==> src/pal_pkg.sv <==
package pal_pkg;
  // Bit rate ceiling and rates
  localparam int unsigned CLK_HZ           = 10_000_000;
  localparam int unsigned MAX_BIT_RATE_BPS = 2_048_000;
  // Shortest legal bit period in cycles, rounded down
  localparam int unsigned MIN_BIT_CYCLES   = CLK_HZ / MAX_BIT_RATE_BPS;
  // Transmit mark width at the top rate, 244 ns typical
  localparam int unsigned TX_PULSE_NS      = 244;
  localparam int unsigned TX_PULSE_CYCLES  =
    ((TX_PULSE_NS * (CLK_HZ / 1_000_000)) + 999) / 1000;
  // Line silence before loss-of-signal, in bit periods
  localparam int unsigned LOS_BIT_PERIODS  = 32;
  localparam int unsigned LOS_CYCLES       = LOS_BIT_PERIODS * 5;
  // Receive clock half period used while regenerating
  localparam int unsigned RX_HALF_CYCLES   = 2;
  localparam int unsigned BUF_DEPTH        = 2;
  localparam int unsigned DATA_W           = 2;
  localparam logic [1:0]  SYNC_RESET       = 2'h0;

  typedef enum logic [2:0] {
    PAL_TX_IDLE = 3'b001,
    PAL_TX_MARK = 3'b010,
    PAL_TX_HOLD = 3'b100
  } pal_tx_state_e;
endpackage

==> src/pal_line_port.sv <==
`timescale 1ns/100ps
`default_nettype none
// Functional notes
// - Both pulse requests are sampled on each rising transmit clock edge.
// - A sampled positive request alone sends one positive mark for that bit.
// - A sampled negative request alone sends one negative mark for that bit; both high send a space.
// - Positive receive indication asserts when a positive line pulse is seen.
// - Negative receive indication asserts when a negative line pulse is seen.
// - A receive clock recovered from line pulses accompanies the indications.
// - Both directions run up to 2.048 Mbps; transmit clock must not exceed it.
// - A request is active at logic high; high positive alone gives positive pulse.
// - On loss of line signal, receive data and clock outputs are forced high.
module pal_line_port (
  input  wire logic clk_sys,
  input  wire logic arst_n,
  input  wire logic tx_bit_clock,
  input  wire logic tx_positive_pulse_req,
  input  wire logic tx_negative_pulse_req,
  output logic      line_drive_p,
  output logic      line_drive_n,
  input  wire logic line_sense_p,
  input  wire logic line_sense_n,
  output logic      rx_positive_pulse_ind,
  output logic      rx_negative_pulse_ind,
  output logic      rx_recovered_clock,
  output logic      rx_signal_lost,
  output logic      tx_rate_error
);
  import pal_pkg::*;

  // Three-stage sampling of every pin; first stages feed only the second
  logic [2:0] tck_s_q, tp_s_q, tn_s_q, lp_s_q, ln_s_q;
  logic       tck_prev_q, lp_hold_q, ln_hold_q;

  // A level moves only once the last two stages agree, so a lone glitch is ignored
  function automatic logic settled(input logic [2:0] s, input logic held);
    settled = (s[1] == s[2]) ? s[2] : held;
  endfunction

  always_ff @(posedge clk_sys or negedge arst_n) begin
    if (!arst_n) begin
      tck_s_q    <= 3'h0;
      tp_s_q     <= 3'h0;
      tn_s_q     <= 3'h0;
      lp_s_q     <= 3'h0;
      ln_s_q     <= 3'h0;
      tck_prev_q <= 1'b0;
      lp_hold_q  <= 1'b0;
      ln_hold_q  <= 1'b0;
    end else begin
      tck_s_q    <= {tck_s_q[1:0], tx_bit_clock};
      tp_s_q     <= {tp_s_q[1:0], tx_positive_pulse_req};
      tn_s_q     <= {tn_s_q[1:0], tx_negative_pulse_req};
      lp_s_q     <= {lp_s_q[1:0], line_sense_p};
      ln_s_q     <= {ln_s_q[1:0], line_sense_n};
      tck_prev_q <= settled(tck_s_q, tck_prev_q);
      lp_hold_q  <= settled(lp_s_q, lp_hold_q);
      ln_hold_q  <= settled(ln_s_q, ln_hold_q);
    end
  end

  logic tck_rise;
  logic tp_lvl, tn_lvl, lp_lvl, ln_lvl;
  assign tck_rise = settled(tck_s_q, tck_prev_q) && !tck_prev_q;
  // Requests are held around the edge, so the stable stage is safe to take
  assign tp_lvl   = tp_s_q[2];
  assign tn_lvl   = tn_s_q[2];
  assign lp_lvl   = settled(lp_s_q, lp_hold_q);
  assign ln_lvl   = settled(ln_s_q, ln_hold_q);

  // Sampled request pair enters the buffer on each rising transmit clock edge while the buffer has room
  logic             buf_in_ready, buf_out_valid, buf_pop;
  logic [DATA_W-1:0] buf_out_data;

  pal_buf2 u_buf (
    .clk_sys   (clk_sys),
    .arst_n    (arst_n),
    .in_valid  (tck_rise),
    .in_ready  (buf_in_ready),
    .in_data   ({tp_lvl, tn_lvl}),
    .out_valid (buf_out_valid),
    .out_ready (buf_pop),
    .out_data  (buf_out_data)
  );

  // Transmit mark shaping
  pal_tx_state_e tx_st_q, tx_st_d;
  logic [7:0]    tx_cnt_q, tx_cnt_d;
  logic [1:0]    tx_sym_q, tx_sym_d;
  logic [7:0]    bit_len_q, bit_len_d;
  logic          rate_err_q, rate_err_d;

  always_comb begin
    tx_st_d    = tx_st_q;
    tx_cnt_d   = tx_cnt_q;
    tx_sym_d   = tx_sym_q;
    bit_len_d  = bit_len_q;
    rate_err_d = rate_err_q;
    buf_pop    = 1'b0;
    if (tck_rise) begin
      bit_len_d = 8'h0;
      // rate ceiling check
      // Edge spacing is bit_len_q + 1; sampling jitter shortens a legal gap to the floor
      if (bit_len_q < 8'(MIN_BIT_CYCLES - 1)) begin
        rate_err_d = 1'b1;
      end
      if (!buf_in_ready) begin
        rate_err_d = 1'b1;
      end
    end else if (bit_len_q != 8'hff) begin
      bit_len_d = bit_len_q + 8'h1;
    end
    unique case (tx_st_q)
      PAL_TX_IDLE: begin
        if (buf_out_valid) begin
          buf_pop  = 1'b1;
          tx_sym_d = buf_out_data;
          tx_cnt_d = 8'h0;
          tx_st_d  = PAL_TX_MARK;
        end
      end
      PAL_TX_MARK: begin
        tx_cnt_d = tx_cnt_q + 8'h1;
        if (tx_cnt_q == 8'(TX_PULSE_CYCLES - 1)) begin
          tx_sym_d = 2'h0;
          tx_st_d  = PAL_TX_HOLD;
        end
      end
      PAL_TX_HOLD: begin
        // Popping here gives four cycles a symbol, faster than the top rate
        if (buf_out_valid) begin
          buf_pop  = 1'b1;
          tx_sym_d = buf_out_data;
          tx_cnt_d = 8'h0;
          tx_st_d  = PAL_TX_MARK;
        end else begin
          tx_st_d = PAL_TX_IDLE;
        end
      end
      default: begin
        tx_st_d = PAL_TX_IDLE;
      end
    endcase
  end

  always_ff @(posedge clk_sys or negedge arst_n) begin
    if (!arst_n) begin
      tx_st_q    <= PAL_TX_IDLE;
      tx_cnt_q   <= 8'h0;
      tx_sym_q   <= 2'h0;
      bit_len_q  <= 8'hff;
      rate_err_q <= 1'b0;
    end else begin
      tx_st_q    <= tx_st_d;
      tx_cnt_q   <= tx_cnt_d;
      tx_sym_q   <= tx_sym_d;
      bit_len_q  <= bit_len_d;
      rate_err_q <= rate_err_d;
    end
  end

  assign line_drive_p  = tx_sym_q[1] && !tx_sym_q[0];
  // negative mark; both set is illegal and sends a space
  assign line_drive_n  = tx_sym_q[0] && !tx_sym_q[1];
  assign tx_rate_error = rate_err_q;

  // Receive side
  logic       rp_q, rp_d, rn_q, rn_d, rck_q, rck_d, lost_q, lost_d;
  logic [7:0] rck_cnt_q, rck_cnt_d, los_cnt_q, los_cnt_d;

  always_comb begin
    rp_d      = lp_lvl && !ln_lvl;
    rn_d      = ln_lvl && !lp_lvl;
    rck_d     = rck_q;
    rck_cnt_d = rck_cnt_q;
    los_cnt_d = los_cnt_q;
    lost_d    = lost_q;
    if (lp_lvl || ln_lvl) begin
      rck_d     = 1'b1;
      rck_cnt_d = 8'h0;
    end else if (rck_cnt_q != 8'(RX_HALF_CYCLES)) begin
      rck_cnt_d = rck_cnt_q + 8'h1;
    end else begin
      rck_d = 1'b0;
    end
    if (lp_lvl || ln_lvl) begin
      los_cnt_d = 8'h0;
      lost_d    = 1'b0;
    end else if (los_cnt_q == 8'(LOS_CYCLES - 1)) begin
      lost_d = 1'b1;
    end else begin
      los_cnt_d = los_cnt_q + 8'h1;
    end
  end

  always_ff @(posedge clk_sys or negedge arst_n) begin
    if (!arst_n) begin
      rp_q      <= 1'b0;
      rn_q      <= 1'b0;
      rck_q     <= 1'b0;
      rck_cnt_q <= 8'h0;
      los_cnt_q <= 8'h0;
      lost_q    <= 1'b0;
    end else begin
      rp_q      <= rp_d;
      rn_q      <= rn_d;
      rck_q     <= rck_d;
      rck_cnt_q <= rck_cnt_d;
      los_cnt_q <= los_cnt_d;
      lost_q    <= lost_d;
    end
  end

  assign rx_positive_pulse_ind = rp_q || lost_q;
  assign rx_negative_pulse_ind = rn_q || lost_q;
  assign rx_recovered_clock    = rck_q || lost_q;
  assign rx_signal_lost        = lost_q;
endmodule
`default_nettype wire

==> src/pal_buf2.sv <==
`timescale 1ns/100ps
`default_nettype none
module pal_buf2 (
  input  wire logic                       clk_sys,
  input  wire logic                       arst_n,
  input  wire logic                       in_valid,
  output logic                            in_ready,
  input  wire logic [pal_pkg::DATA_W-1:0] in_data,
  output logic                            out_valid,
  input  wire logic                       out_ready,
  output logic      [pal_pkg::DATA_W-1:0] out_data
);
  import pal_pkg::*;
  logic [DATA_W-1:0] mem_q [BUF_DEPTH];
  logic [DATA_W-1:0] mem_d [BUF_DEPTH];
  logic              wr_q, wr_d, rd_q, rd_d;
  logic [1:0]        cnt_q, cnt_d;
  logic              push, pop;

  assign in_ready  = (cnt_q != 2'h2);
  assign out_valid = (cnt_q != 2'h0);
  assign out_data  = mem_q[rd_q];
  assign push      = in_valid && in_ready;
  assign pop       = out_valid && out_ready;

  always_comb begin
    mem_d = mem_q;
    wr_d  = wr_q;
    rd_d  = rd_q;
    cnt_d = cnt_q;
    if (push) begin
      mem_d[wr_q] = in_data;
      wr_d        = ~wr_q;
    end
    if (pop) begin
      rd_d = ~rd_q;
    end
    if (push && !pop) begin
      cnt_d = cnt_q + 2'h1;
    end else if (pop && !push) begin
      cnt_d = cnt_q - 2'h1;
    end
  end

  always_ff @(posedge clk_sys or negedge arst_n) begin
    if (!arst_n) begin
      mem_q[0] <= 2'h0;
      mem_q[1] <= 2'h0;
      wr_q     <= 1'b0;
      rd_q     <= 1'b0;
      cnt_q    <= 2'h0;
    end else begin
      mem_q <= mem_d;
      wr_q  <= wr_d;
      rd_q  <= rd_d;
      cnt_q <= cnt_d;
    end
  end
endmodule
`default_nettype wire

==> config.mk <==
export PLATFORM = sky130hd
export DESIGN_NAME = pal_line_port
export DESIGN_NICKNAME = d
export VERILOG_FILES = /design/src/pal_pkg.sv /design/src/pal_line_port.sv /design/src/pal_buf2.sv
export SDC_FILE = /design/constraint.sdc
export NUM_CORES = 1
export LEC_CHECK = 0
export BUFFER_PORTS_ARGS = -buffer_cell sky130_fd_sc_hd__buf_2
export CAP_MARGIN = 15
export CORE_MARGIN = 2
export CORE_UTILIZATION = 57
export CTS_CLUSTER_DIAMETER = 150
export DETAILED_ROUTE_END_ITERATION = 10
export PLACE_DENSITY = 0.78
export SLEW_MARGIN = 30
export SYNTH_ARGS = -nofsm -noshare
export SYNTH_HDL_FRONTEND = slang
export SYNTH_HIERARCHICAL = 1
export SYNTH_SLANG_ARGS = --single-unit
==> constraint.sdc <==
create_clock -name clk_sys -period 2.5 [get_ports clk_sys]
set_input_delay 0.625 -clock clk_sys [delete_from_list [all_inputs] [get_ports clk_sys]]
set_output_delay 0.625 -clock clk_sys [all_outputs]
set_load 0.05 [all_outputs]
==> flow_summary.toml <==
[routing]
antenna_left = 0
wire_per_inst_um = 13.1
vias = 1830
via_per_inst = 5.23
drtIter0Drc = 123
routed_wl_um = 4570
drcViolationCount = 0
firstDrtPassIters = 4

[clock_network]
numCtsBuffers = 9
h-tree-depth = 3
cts_repair_resize_count = 0
clockBufferDepth = 2
cts_sinks = 68
cts_setup_buffers = 0
clock_insertion_delay_worst_skew_ns = 0.33
cts_hold_buf = 0
clk_pin_slew_ns = 0.07
cts_root_buf = "clkbuf_8"
cts_tree = "built"

[floorplan]
rows = 26
dieArea_um2 = 5720
core_um2 = 5040
io_pins = 14
start_util_pct = 58.0
die_x_um = 75.7
die_h_um = 75.7

[logic_synthesis]
synth-edff-count = 0
synth_most_common_cell = "dfrtp_1"
synth_top_cell_area_share_pct = 50.4
syn_area_um2 = 2930
yosysTopAreaCell = "dfrtp_1"
ys_types = 46
synth_nets = 266
postSynth.asyncResetShare_pct = 100
synth-seq-area-share_pct = 58.5
synthTopCellsByCount = "dfrtp_1, nor2_1, nand2_1"
synth_ff_type = "dfrtp_1"
avgSynthCellArea_um2 = 11.6
yosys_register_bits = 68
yosys_warnings = 6
synth_cells = 252
synthTopCellsByArea = "dfrtp_1, dfstp_2, xor2_1"

[grt]
grt_overflow = 0
grt_pass1_wl_um = 8220
grt_max_degree = 69
grt_util_all_layers_pct = 19.8
grt_pass1_vias = 1782
antenna_found_initial = 0

[sta]
finalSetupViolCount = 0
period_needed_ns = 1.91
period_share_pct = 76.2
fin_tns_setup_ns = 0
hold_violations = 0
hold_slack_ns = 0.281
rsz0062_at_grt = "no"
final_max_slew_viol_count = 0
max_slew_margin_pct = 60.0
finClkSkew_ns = 0.00792
tightestPinTransition_ns = 0.599
fmaxAchievable_mhz = 525

[setup_path]
cp.required_ns = 1.88
max_stage_delay_ns = 0.43
cp_cell_sequence = "or2_2, buf_2"
cp_slowest_cell = "dfrtp_1"
critPathKind = "flop to output port"
critPathArrivalTime_ns = 1.28
end_kind = "output port"
path_max_fanout = 5
startpoint_type = "flop"

[power_and_ir_drop]
p_leak_nw = 1.51
power_density_nw_per_um2 = 984
vdd_drop_max_v = 0.000651

[min_path]
hp-class = "input pin to asynchronous set/reset pin"

[final_layout]
design_area_um2 = 3320
diodes = 0
nFillCells = 373
final_nets = 290
area_delta_synth_final_pct = 13.3
drive_above_1_share_pct = 20.7

[placement]
dpl_cell_area_um2 = 3100
port_buffers = 13
dpl.hpwl_um = 2880
routabilityCongestion = 0.807

[run]
maxCapViolCount = 0

[outcome]
status = "finished, final reports clean"
==> sequential cells by signal, indices dropped and copies added (netlist names), 4 cells and up <==
register     count
tx_cnt_q         8
bit_len_q        8
rck_cnt_q        8
los_cnt_q        8
u_buf/mem_q      4
==> per-stage QoR <==
stage	std cells	setup WS [ns]	utilization, %	total power, mW
after floorplan	252	0.725	-	2.11
after global placement	335	0.737	61.5	2.27
after detailed placement	335	0.669	61.5	2.31
after CTS	350	0.568	65.8	3.30
after global routing	350	0.490	65.8	3.46
final	350	0.595	65.8	3.27
==> path summary, 6_finish.rpt <==
kind	start	end	slack [ns]	depth (start not counted)
setup / recovery	rx_signal_lost	rx_recovered_clock	0.59	2
hold / removal	arst_n	los_cnt_q[0]	0.28	2
setup reg to reg	tx_st_q[0]	u_buf/cnt_q[1]	0.62	8
hold reg to reg	tp_s_q[1]	tp_s_q[2]	0.35	0
max in group asynchronous	arst_n	tx_st_q[0]	1.88	2
min in group clk_sys	tp_s_q[1]	tp_s_q[2]	0.35	0
==> cells in the final DEF (no fill, tap or decap), types with 2 or more instances in the layout <==
master	netlist	routed
dfrtp_1	59	59
nor2_1	34	34
nand2_1	18	18
xor2_1	17	17
buf_2	1	13
clkbuf_8	0	10
dfstp_2	9	9
a21oi_1	8	8
nand3_1	8	8
inv_1	7	7
and3_1	7	7
ha_1	7	7
nor3_1	6	6
nor2b_1	5	5
xnor2_1	5	5
nand4_1	5	5
mux2_2	5	5
or2_2	4	4
o21ai_0	4	4
o21a_1	3	3
nor3b_1	3	3
and2_1	3	3
a211oi_1	3	3
and4bb_2	2	2
o41ai_1	2	2
a22o_1	2	2
and4_1	2	2
a21o_1	2	2
bufinv_16	0	2
buf_4	0	2
mux2_4	2	2
==> layer usage <==
metal  GRT usage (%)  up-vias  part of all wire [%]  wire (um)
li1                -      920                     -          -
met1            27.5      874                    48       2220
met2            28.8       29                    47       2140
met3            8.33        7                   3.5        159
met4            6.24        0                   1.3         61
met5               0        -                     0          0
==> cell type report <==
type | count | area, um2 | share of cell area, %
multi-input cells | 174 | 1170 | 35.4
flip-flops and latches | 68 | 1710 | 51.6
clock inverters | 4 | 73.8 | 2.23
repair buffers | 16 | 100 | 3.02
well taps | 70 | 87.6 | 2.64
inverters | 7 | 26.3 | 0.792
clock buffers | 11 | 141 | 4.26
==> logic make-up after synthesis <==
family                   share of synthesized area, %
flip-flops                                       58.5
adder cells (fa/ha/maj)                          2.99
multiplexers                                     3.29
AND/OR/NAND/NOR                                  20.8
AO/OA/AOI/OAI                                    6.50
XOR/XNOR                                         6.58
buffers and inverters                            1.33
==> worst max-delay path: cells and delay by family, from the launching register on <==
family / cells / cell delay, ns
flops: 1 / 0.43
simple gates: 1 / 0.30
buf+inv: 1 / 0.21
==> where the power goes <==
part | switching, mW | internal, mW
sequential | 0.174 | 1.33
clock | 0.383 | 0.583
combinational | 0.428 | 0.368
total | 0.986 | 2.28
(Power assumes the default switching activity.)
